$ cat src/common/edsb_defines.svh
// offsets, field positions, thresholds and timing figures of the diagnostic bank
// assumes a 250 MHz system clock and byte-wide register access
`ifndef EDSB_DEFINES_SVH
`define EDSB_DEFINES_SVH

`define EDSB_OFF_CMD 8'h70
`define EDSB_OFF_FAULT 8'h74
`define EDSB_OFF_SWARN 8'h75
`define EDSB_OFF_SERR_LO 8'h76
`define EDSB_OFF_SERR_HI 8'h77
`define EDSB_OFF_MODEL0 8'h78
`define EDSB_OFF_MODEL1 8'h79
`define EDSB_OFF_MODEL2 8'h7A
`define EDSB_OFF_MODEL3 8'h7B
`define EDSB_OFF_MODEL4 8'h7C
`define EDSB_OFF_SWVER 8'h7D
`define EDSB_OFF_MAKER0 8'h7E
`define EDSB_OFF_MAKER1 8'h7F

`define EDSB_CMD_CLEAR 8'h08
`define EDSB_CMD_RESET 8'h00
`define EDSB_FAULT_CLR_MASK 8'h1F

`define EDSB_F_WC 0
`define EDSB_F_ACC 1
`define EDSB_F_SPD 2
`define EDSB_F_GEAR 3
`define EDSB_F_SAVE 4
`define EDSB_F_OFS 5
`define EDSB_F_SYNC 6
`define EDSB_F_CFG 7
`define EDSB_W_RESYNC 3
`define EDSB_W_NVM 6
`define EDSB_W_TEMP 7

`define EDSB_T_WARN_SET 8'h5A
`define EDSB_T_ERR_SET 8'h64
`define EDSB_T_RELEASE 8'h55

`define EDSB_CLK_NS 4
`define EDSB_TO_MIN_NS 700
`define EDSB_TO_MAX_NS 8000
`define EDSB_TO_MIN_CYC ((`EDSB_TO_MIN_NS + `EDSB_CLK_NS - 1) / `EDSB_CLK_NS)
`define EDSB_TO_MAX_CYC (`EDSB_TO_MAX_NS / `EDSB_CLK_NS)
`define EDSB_CNT_MAX 12'hFFF
`define EDSB_LK_IDLE 1'b1

// identifier values arbitrary
`define EDSB_ID_MODEL0 8'h51
`define EDSB_ID_MODEL1 8'h58
`define EDSB_ID_MODEL2 8'h52
`define EDSB_ID_MODEL3 8'h37
`define EDSB_ID_MODEL4 8'h5A
`define EDSB_ASCII_ZERO 8'h30
`define EDSB_SW_VERSION 8'h01
`define EDSB_ID_MAKER0 8'h51
`define EDSB_ID_MAKER1 8'h78

`endif

$ cat src/common/edsb_pkg.sv
// types of the diagnostic bank: bus request, status inputs, module state
// assumes the defines header for all figures
package edsb_pkg;

  typedef struct packed {
    logic [7:0] addr;
    logic [7:0] wdata;
    logic wr;
    logic rd;
  } edsb_bus_s;

  typedef struct packed {
    logic [31:0] wc;
    logic [31:0] wc_lim;
    logic [17:0] acc;
    logic [17:0] acc_lim;
    logic [15:0] spd;
    logic [15:0] spd_lim;
    logic gear_err;
    logic save_fail;
    logic ofs_fail;
    logic sync_fail;
    logic cfg_fail;
    logic resync_req;
    logic sync_nvm_fail;
    logic core_err;
    logic [7:0] temp;
  } edsb_stat_s;

  typedef struct packed {
    logic [1:0] lk_sync;
    logic lk_prev;
    logic [11:0] per_cnt;
    logic [11:0] per;
    logic [11:0] idle_cnt;
    logic idle;
    logic frame_end;
    logic [7:0] fault;
    logic [7:0] swarn;
    logic serr;
    logic [7:0] cmd;
    logic [7:0] rdata;
    logic frame_err;
    logic restore;
  } edsb_state_s;

endpackage

$ cat src/rtl/edsb_top.sv
// diagnostic and identification register bank with adaptive link timeout
// assumes status inputs on sys_clk, link clock asynchronous and sampled here
//
// The address-and-strobe port was decided locally.
`timescale 1ns/1ps
`default_nettype none
`include "edsb_defines.svh"

module edsb_top #(
  parameter logic [7:0] MODEL0 = `EDSB_ID_MODEL0, // identifier values arbitrary
  parameter logic [7:0] MODEL1 = `EDSB_ID_MODEL1,
  parameter logic [7:0] MODEL2 = `EDSB_ID_MODEL2,
  parameter logic [7:0] MODEL3 = `EDSB_ID_MODEL3,
  parameter logic [7:0] MODEL4 = `EDSB_ID_MODEL4,
  parameter logic [7:0] SW_DIGIT = `EDSB_ASCII_ZERO + `EDSB_SW_VERSION,
  parameter logic [7:0] MAKER0 = `EDSB_ID_MAKER0,
  parameter logic [7:0] MAKER1 = `EDSB_ID_MAKER1
) (
  input wire logic sys_clk,
  input wire logic rst,
  input wire edsb_pkg::edsb_bus_s bus,
  input wire edsb_pkg::edsb_stat_s stat,
  input wire logic lk_clk,
  output logic [7:0] rdata,
  output logic frame_err,
  output logic frame_end,
  output logic link_idle,
  output logic wc_restore
);
  import edsb_pkg::*;

  edsb_state_s s_q;
  edsb_state_s s_d;

  logic rise;
  logic clr;
  logic [11:0] tmo;
  logic [12:0] dbl;

  function automatic logic hit(input logic [31:0] v, input logic [31:0] lim);
    hit = (lim != 32'h0) && (v >= lim);
  endfunction

  function automatic logic [11:0] sat_inc(input logic [11:0] v);
    sat_inc = (v == `EDSB_CNT_MAX) ? v : v + 12'h1;
  endfunction

  always_comb begin
    s_d = s_q;
    rise = s_q.lk_sync[1] & ~s_q.lk_prev;
    clr = bus.wr && (bus.addr == `EDSB_OFF_CMD) && (bus.wdata == `EDSB_CMD_CLEAR);
    // link clock edge finding and period measurement
    s_d.lk_sync = {s_q.lk_sync[0], lk_clk};
    s_d.lk_prev = s_q.lk_sync[1];
    dbl = {s_q.per, 1'b0};
    if (dbl < 13'(`EDSB_TO_MIN_CYC)) begin
      tmo = 12'(`EDSB_TO_MIN_CYC);
    end else if (dbl > 13'(`EDSB_TO_MAX_CYC)) begin
      tmo = 12'(`EDSB_TO_MAX_CYC);
    end else begin
      tmo = dbl[11:0];
    end
    s_d.frame_end = 1'b0;
    if (rise) begin
      s_d.per = s_q.per_cnt;
      s_d.per_cnt = 12'h1;
      s_d.idle_cnt = 12'h0;
      s_d.idle = 1'b0;
    end else begin
      s_d.per_cnt = sat_inc(s_q.per_cnt);
      s_d.idle_cnt = sat_inc(s_q.idle_cnt);
      if (!s_q.idle && (s_q.idle_cnt >= tmo)) begin
        s_d.frame_end = 1'b1;
        s_d.idle = 1'b1;
      end
    end
    // command register and flag clearing; a set in the same cycle wins
    if (bus.wr && (bus.addr == `EDSB_OFF_CMD)) begin
      s_d.cmd = bus.wdata;
    end
    if (clr) begin
      s_d.fault = s_q.fault & ~`EDSB_FAULT_CLR_MASK;
      s_d.swarn[`EDSB_W_NVM] = 1'b0;
    end
    if (hit(stat.wc, stat.wc_lim)) begin
      s_d.fault[`EDSB_F_WC] = 1'b1;
    end
    if (hit(32'(stat.acc), 32'(stat.acc_lim))) begin
      s_d.fault[`EDSB_F_ACC] = 1'b1;
    end
    if (hit(32'(stat.spd), 32'(stat.spd_lim))) begin
      s_d.fault[`EDSB_F_SPD] = 1'b1;
    end
    if (stat.gear_err) begin
      s_d.fault[`EDSB_F_GEAR] = 1'b1;
    end
    if (stat.save_fail) begin
      s_d.fault[`EDSB_F_SAVE] = 1'b1;
    end
    if (stat.ofs_fail) begin
      s_d.fault[`EDSB_F_OFS] = 1'b1;
    end
    if (stat.sync_fail) begin
      s_d.fault[`EDSB_F_SYNC] = 1'b1;
    end
    if (stat.cfg_fail) begin
      s_d.fault[`EDSB_F_CFG] = 1'b1;
    end
    s_d.restore = stat.save_fail;
    s_d.swarn[`EDSB_W_RESYNC] = stat.resync_req;
    s_d.frame_err = stat.core_err & ~stat.resync_req;
    if (stat.sync_nvm_fail) begin
      s_d.swarn[`EDSB_W_NVM] = 1'b1;
    end
    // temperature hysteresis
    if (stat.temp > `EDSB_T_WARN_SET) begin
      s_d.swarn[`EDSB_W_TEMP] = 1'b1;
    end else if (stat.temp < `EDSB_T_RELEASE) begin
      s_d.swarn[`EDSB_W_TEMP] = 1'b0;
    end
    if (stat.temp > `EDSB_T_ERR_SET) begin
      s_d.serr = 1'b1;
    end else if (stat.temp < `EDSB_T_RELEASE) begin
      s_d.serr = 1'b0;
    end
    // read port, data in the cycle after the strobe only
    s_d.rdata = 8'h00;
    if (bus.rd) begin
      if (bus.addr == `EDSB_OFF_CMD) begin
        s_d.rdata = s_q.cmd;
      end else if (bus.addr == `EDSB_OFF_FAULT) begin
        s_d.rdata = s_q.fault;
      end else if (bus.addr == `EDSB_OFF_SWARN) begin
        s_d.rdata = s_q.swarn;
      end else if (bus.addr == `EDSB_OFF_SERR_LO) begin
        s_d.rdata = {7'h00, s_q.serr};
      end else if (bus.addr == `EDSB_OFF_SERR_HI) begin
        s_d.rdata = 8'h00;
      end else if (bus.addr == `EDSB_OFF_MODEL0) begin
        s_d.rdata = MODEL0;
      end else if (bus.addr == `EDSB_OFF_MODEL1) begin
        s_d.rdata = MODEL1;
      end else if (bus.addr == `EDSB_OFF_MODEL2) begin
        s_d.rdata = MODEL2;
      end else if (bus.addr == `EDSB_OFF_MODEL3) begin
        s_d.rdata = MODEL3;
      end else if (bus.addr == `EDSB_OFF_MODEL4) begin
        s_d.rdata = MODEL4;
      end else if (bus.addr == `EDSB_OFF_SWVER) begin
        s_d.rdata = SW_DIGIT;
      end else if (bus.addr == `EDSB_OFF_MAKER0) begin
        s_d.rdata = MAKER0;
      end else if (bus.addr == `EDSB_OFF_MAKER1) begin
        s_d.rdata = MAKER1;
      end else begin
        s_d.rdata = 8'h00;
      end
    end
  end

  always_ff @(posedge sys_clk or posedge rst) begin
    if (rst) begin
      s_q <= '0;
      s_q.idle <= 1'b1;
      s_q.lk_sync <= {2{`EDSB_LK_IDLE}};
      s_q.lk_prev <= `EDSB_LK_IDLE;
      s_q.cmd <= `EDSB_CMD_RESET;
    end else begin
      s_q <= s_d;
    end
  end

  assign rdata = s_q.rdata;
  assign frame_err = s_q.frame_err;
  assign frame_end = s_q.frame_end;
  assign link_idle = s_q.idle;
  assign wc_restore = s_q.restore;
endmodule

`default_nettype wire

$ cat config.mk
export PLATFORM = sky130hd
export DESIGN_NAME = edsb_top
export DESIGN_NICKNAME = d
export VERILOG_FILES = /design/src/common/edsb_pkg.sv /design/src/rtl/edsb_top.sv
export VERILOG_INCLUDE_DIRS = /design/src /design/src/common
export SDC_FILE = /design/constraint.sdc
export NUM_CORES = 1
export LEC_CHECK = 0
export ABC_AREA = 0
export BUFFER_PORTS_ARGS = -buffer_cell sky130_fd_sc_hd__buf_2
export CORE_MARGIN = 8
export CORE_UTILIZATION = 50
export CTS_CLUSTER_DIAMETER = 80
export CTS_CLUSTER_SIZE = 20
export DETAILED_ROUTE_END_ITERATION = 10
export GPL_ROUTABILITY_DRIVEN = 0
export PLACE_DENSITY = 0.88
export SKIP_CTS_REPAIR_TIMING = 1
export SYNTH_ARGS = -nofsm -noshare
export SYNTH_HDL_FRONTEND = slang
export SYNTH_SLANG_ARGS = --single-unit
$ cat constraint.sdc
create_clock -name sys_clk -period 3.1 [get_ports sys_clk]
set_input_delay 0.465 -clock sys_clk [delete_from_list [all_inputs] [get_ports sys_clk]]
set_output_delay 0.465 -clock sys_clk [all_outputs]
set_load 0.1 [all_outputs]
# Word level (Yosys, flattened, before mapping)

Index checks and enable logic that the tools add are counted.

Register bits: 71
Input bits: 169
Output and inout bits: 12
Word-level logic and storage cells: 111

Add/sub/neg operators: 2
Magnitude comparators: 9
Eq/ne operators: 18
Muxes and demuxes: 36
Bitwise operators: 4
Reductions and logical operators: 19

Operators with widths:

| cell                                                                           | count |
|---|---|
| 8-bit by 7-bit equality test with 1-bit output (second input constant)         | 13 |
| 7-bit 2-to-1 mux                                                               | 10 |
| 12-bit 2-to-1 mux                                                              | 5 |
| 32-bit >= comparator                                                           | 1 |
| 8-bit 2-to-1 mux                                                               | 4 |
| 32-bit nonzero test                                                            | 1 |
| 12-bit by 1-bit adder with 12-bit output (second input constant)               | 2 |
| 12-bit equality test (second input constant)                                   | 2 |
| 18-bit >= comparator                                                           | 1 |
| 18-bit nonzero test                                                            | 1 |
| 2-bit nonzero test                                                             | 9 |
| 16-bit >= comparator                                                           | 1 |
| 8-bit by 7-bit > comparator with 1-bit output (second input constant)          | 2 |
| 16-bit nonzero test                                                            | 1 |
| 1-bit 2-to-1 mux                                                               | 14 |
| 13-bit by 11-bit > comparator with 1-bit output (second input constant)        | 1 |
| 13-bit by 8-bit less-than comparator with 1-bit output (second input constant) | 1 |
| 13-bit 2-to-1 mux                                                              | 1 |
| 12-bit >= comparator                                                           | 1 |
| 8-bit by 4-bit equality test with 1-bit output (second input constant)         | 1 |
| 8-bit by 7-bit less-than comparator with 1-bit output (second input constant)  | 1 |
| 1-bit logical AND                                                              | 6 |
| 5-bit 2-to-1 mux                                                               | 1 |
| 2-bit != test (second input constant)                                          | 2 |
| 4 further kinds                                                                | 6 |

# Depth between registers and ports, before layout

Gate-level depths: netlist (run 1).

Depth after elaboration: 15
Mapped depth: 12
Mapped depth without buffers: 11

# Worst setup path after synthesis (run 1)

Ideal clock, no wire load.

Kind: reg2reg
Start point: register s_q, in the netlist dbl[12]
End point: register s_q, in the netlist frame_end
Setup time: 151 ps
Data arrival time: 2,391 ps
Data required time: 2,949 ps
Slack: 558 ps
Cell stages (with the launch flop): 13
Path buffers: 1
Clock period less this slack: 2,542 ps
Cell sequence: dfrtp_1 > or2_2 > clkbuf_1 > nor2_1 > nand2_1 > a21oi_1 > ha_1 > nand2b_1 > a21o_1 > a21oi_1 > o211ai_1 > a211oi_1 > nor4_1

RTL lines:

| element     | line           | source |
|---|---|---|
| from (decl) | edsb_top.sv:32 | `edsb_state_s s_q;` |

==> flow_summary.ini, run 1 <==
[route]
wl_per_cell_um = 14.9
wl_um = 13600
drc = 0
viasPerCell = 5.42
vias = 4966
dr.pass1.iters = 4
drt_iter0_markers = 225
ant_nets = 0

[worst_setup_path]
critPathMaxFanout = 7
cp.required_ns = 3.33
cp.arrival_ns = 2.96
cp-start-kind = register
path_class = reg -> reg
cp-end-kind = register

[global_route]
grt_overflow = 0
first_global_vias = 5193
grt_first_pass_wirelength_um = 23100
grt_use_total_pct = 19.5
antenna_found_initial = 0
grt_max_degree = 39

[timing]
report.final.slew_viol_count = 0
worst_pin_slew_ns = 0.725
finalSetupTns_ns = 0
period_share_pct = 88.2
hold_viol = 0
setup_slack_ns = 0.366
fmax_mhz = 366
max-slew-margin-rel_pct = 51.6
setup_viol = 0
rsz0062_at_grt = no
hold_ws_ns = 0.214
clock_skew_ns = 0.00894
min_period_ns = 2.73

[synth]
synth.area.top_cells = dfrtp_1 (31%), ha_1 (19%), inv_1 (5.5%), a21oi_1 (4.6%), mux2_2 (4.2%)
synth_flop_cell = dfrtp_1
synth_nets = 854
synth_top_cell_area_share_pct = 31.4
seq_area_frac_synth_pct = 33.3
syn-instance-count = 605
synth-seq-cells = 71
synth.avg_cell_area_um2 = 8.84
ys_types = 53
synthArstFlopShare_pct = 100
yosys.area.top_type = dfrtp_1
ys_warn_count = 0
synth_edf_count = 0
syn_area_um2 = 5350

[layout]
final_cell_mix = buf_2 (180), ha_1 (80), inv_1 (77)
fillers = 865
fin_util_pct = 63.1
syn_to_final_growth_pct = 22.4
final_common_cell = buf_2
final_area_um2 = 6550
nNetsFinal = 1025
antenna_cells = 0
drive_gt1_share_pct = 29.5

[power]
power_leakage_nw = 3.58
vdd_drop_max_uv = 363
power_density_nw_per_um2 = 371

[die]
die_height_um = 119
coreArea_um2 = 10400
die_w_um = 119
initial_utilization_pct = 51.6
die_area_um2 = 14300
core.rowCount = 37
io_pins = 181

[placement]
place_ws_ns = 0.356
place_area_um2 = 6330
port_buffers = 180
dpl.hpwl_um = 11600

[clock_network]
htree_levels = 3
path_clk_slew_ns = 0.07
cts_inserted_buffers = 9
cts_sinks = 71
cts_buffer_depth = 2
clkLatencyLatePin_ns = 0.35
cts_tree = yes
cts_root_buf = clkbuf_8

[worst_hold_path]
min_path_type = in -> reg

[outcome]
status = complete, no violations

[job]
drv_cap = 0
-- registers in the layout, indices dropped and copies added, names as in the netlist --
name / count
rdata: 8
s_d: 2
dbl: 12
frame_end: 1
s_q: 45
wc_restore: 1
link_idle: 1
frame_err: 1
-- worst max-delay path: stages (launching register included) --
cell	delay [ns]
dfrtp_1	0.38
or2_2	0.35
nor2_1	0.15
nand2_1	0.07
a21oi_1	0.40
ha_1	0.32
nand2b_1	0.14
a21o_1	0.17
a21oi_1	0.14
o211ai_1	0.14
a211oi_1	0.27
nor4_1	0.08
-- worst paths after layout --
path                                           from  cells past startpoint  slack (ns)                  end
worst min register to register    s_d[75]$_DFF_PP1_                      0        0.36    s_d[73]$_DFF_PP1_
worst min-delay path                         lk_clk                      1        0.21    s_d[75]$_DFF_PP1_
min in group asynchronous                       rst                      2        0.25  s_q[66]$_DFFE_PP0P_
worst max register to register  dbl[12]$_DFFE_PP0P_                     11        0.37  frame_end$_DFF_PP0_
worst max-delay path            dbl[12]$_DFFE_PP0P_                     11        0.37  frame_end$_DFF_PP0_
max in group asynchronous                       rst                      3        2.15    s_d[75]$_DFF_PP1_
-- routing by layer --
metal	part of all wire [%]	vias to the layer above	GRT usage, %	routed length [µm]
li1	-	2484	-	-
met1	40	2325	20.8	5400
met2	52	133	35.5	7150
met3	5.8	24	6.61	787
met4	2.2	0	6.01	299
met5	0	-	0	0
-- logic make-up after synthesis --
kind of cell	count (synthesis)	synth area share, %
AND/OR/NAND/NOR	190	18.4
AO/OA/AOI/OAI	123	14.3
buffers and inverters	101	7.79
adder cells (fa/ha/maj)	80	18.7
flip-flops	71	33.3
multiplexers	23	4.77
XOR/XNOR	16	2.62
other	1	0.0701
-- where the power goes --
group	leakage (nW)	switching [W]	total (W)	internal, W
logic	2.58	0.000286	0.000554	0.000268
registers	0.898	0.0000767	0.00108	0.00100
clock network	0.103	0.000321	0.000793	0.000471
total	3.58	0.000684	0.00243	0.00174
-- metrics by stage --
step,cells,power [W]
after detailed placement,901,0.00165
after CTS,916,0.00245
after global routing,916,0.00258
final,916,0.00243
after global placement,901,0.00163
after floorplan,605,0.00143
-- cell usage after synthesis, drive strengths merged (3+ instances only) --
cell type and count:
clkbuf 13, o21ai 23, a31oi 4, a2111oi 3, ha 80, o21bai 3
nor3 13, nand3 16, xor2 11, a21o 13, and2 3, mux2i 3
dfstp 4, nor4 19, and4 3, a211oi 9, nand2b 9, nor3b 3
or3 5, nor2 54, mux2 20, inv 78, or2 5, dfrtp 67
xnor2 5, nand4 20, a21oi 49, nor2b 7, buf 10, nand2 28
-- layout make-up --
class	instances	area (µm²)	share of cell area, %
Multi-Input combinational cell	433	3150	48.2
Tap cell	136	170	2.60
Sequential cell	71	1780	27.2
Timing Repair Buffer	183	936	14.3
Inverter	78	293	4.47
Clock buffer	12	145	2.22
Clock inverter	3	67.6	1.03
Note: power is estimated with default switching activity, not from simulation.
==> run 2: changes to the inputs <==
CORE_UTILIZATION = 47   (was 50)
PLACE_DENSITY = 0.87   (was 0.88)
clock period = 2.5 ns   (was 3.1 ns; I/O delays follow)
==> flow_summary.ini, run 2 (synthesized netlist as in run 1, its figures left out) <==
[route]
wl_um = 15000
drt_iter0_markers = 272
wl_per_cell_um = 16.1
viasPerCell = 5.44
dr.pass1.iters = 4
ant_nets = 0
drc = 0
vias = 5073

[global_route]
antenna_found_initial = 0
grt_use_total_pct = 20.2
grt_first_pass_wirelength_um = 24600
grt_max_degree = 40
grt_overflow = 0
first_global_vias = 5458

[clock_network]
cts_sinks = 71
cts_inserted_buffers = 9
cts_root_buf = clkbuf_16
cts_buffer_depth = 2
htree_levels = 3
path_clk_slew_ns = 0.06
clkLatencyLatePin_ns = 0.33
cts_tree = yes

[worst_setup_path]
r2r-end = frame_end$_DFF_PP0_
timing.reg2reg.setup_slack_ns = -0.06
r2r_start = dbl[2]$_DFFE_PP0P_
startpoint = dbl[2]$_DFFE_PP0P_
r2r_cells = 11
cp.arrival_ns = 2.78
crit_end = frame_end$_DFF_PP0_
path_class = reg -> reg
cp.required_ns = 2.72
cp-end-kind = register
critPathMaxFanout = 3
cp-start-kind = register

[timing]
hold_ws_ns = 0.138
hold_viol = 0
finalSetupTns_ns = -0.0759
worst_pin_slew_ns = 0.660
max-slew-margin-rel_pct = 55.9
period_share_pct = 102
report.final.slew_viol_count = 0
setup_slack_ns = -0.0587
setup_viol = 2
fmax_mhz = 391
min_period_ns = 2.56
clock_skew_ns = 0.00642
rsz0062_at_grt = yes

[power]
p_int_w = 0.00236
comb_power_share_pct = 22.6
p_switching_w = 0.000929
clockPowerShare_pct = 36.4
power_leakage_nw = 3.67
p_sw_share_pct = 28.2
power_density_nw_per_um2 = 487
vdd_drop_max_uv = 420
seqPwrFrac_pct = 41.0

[worst_hold_path]
min_path_type = in -> async

[die]
die_area_um2 = 15000
die_w_um = 123
coreArea_um2 = 11300
io_pins = 181
die_height_um = 123
initial_utilization_pct = 47.4
core.rowCount = 39

[layout]
antenna_cells = 0
drive_gt1_share_pct = 31.8
fin_util_pct = 59.9
largest_reg_flops = 45
max_flop_register = s_q
syn_to_final_growth_pct = 26.3
final_common_cell = buf_2
nNetsFinal = 1034
final_cell_mix = buf_2 (180), ha_1 (80), inv_1 (77)

[placement]
dpl.hpwl_um = 12300
port_buffers = 180

[job]
drv_cap = 0

[outcome]
status = finished with violations
violations = negative setup slack
-- run 2: critical path: stages, from the launching register on --
cell      delay [ns]
dfrtp_1         0.38
or3_4           0.39
a21oi_2         0.15
nor3_2          0.07
nor2_2          0.19
buf_6           0.14
a21oi_2         0.04
ha_1            0.28
nand4_1         0.09
o211ai_1        0.30
a211oi_2        0.14
nor4_2          0.29
-- run 2: power by group through the flow --
stage | Sequential [W] | Clock (W) | Combinational, W
after floorplan | 0.00135 | 0 | 0.000423
after global placement | 0.00135 | 0 | 0.000672
after detailed placement | 0.00136 | 0 | 0.000701
after CTS | 0.00134 | 0.00121 | 0.000710
after global routing | 0.00137 | 0.00127 | 0.000846
final | 0.00135 | 0.00120 | 0.000742
-- run 2: area by class of cell --
cell class	count	area (µm²)
clock inverter	1	5.00
sequential	71	1780
inverter	78	293
timing repair buffer	192	1010
fill	970	4520
tap	143	179
multi-input combinational	433	3210
clock buffer	15	278
-- run 2: per-stage QoR --
step	total power (W)	worst slack (ns)	cell area [µm²]	std cells
final	0.00329	-0.0587	6750	933
after global routing	0.00348	-0.205	6750	933
after CTS	0.00327	-0.0539	6680	931
after detailed placement	0.00206	0.0116	6400	915
after global placement	0.00203	0.118	6400	915
after floorplan	0.00177	0.0828	5350	605
-- run 2: worst min path at each step --
stage | startpoint | endpoint | slack, ns
final | rst | s_q[66]$_DFFE_PP0P_ | 0.14
after global routing | lk_clk | s_d[75]$_DFF_PP1_ | 0.14
after CTS | lk_clk | s_d[75]$_DFF_PP1_ | 0.14
after detailed placement | s_d[75]$_DFF_PP1_ | s_d[73]$_DFF_PP1_ | 0.35
after global placement | s_d[75]$_DFF_PP1_ | s_d[73]$_DFF_PP1_ | 0.35
after floorplan | s_d[75]$_DFF_PP1_ | s_d[73]$_DFF_PP1_ | 0.35
-- run 2: layer usage --
| metal | wire [µm] | up-vias | track usage (%) | part of all wire [%] |
|---|---|---|---|---|
| met2 | 7630 | 167 | 35.8 | 51 |
| li1 | - | 2500 | - | - |
| met4 | 412 | 0 | 8.68 | 2.7 |
| met1 | 5920 | 2372 | 21.7 | 39 |
| met3 | 1080 | 34 | 6.53 | 7.2 |
| met5 | 0 | - | 0 | 0 |
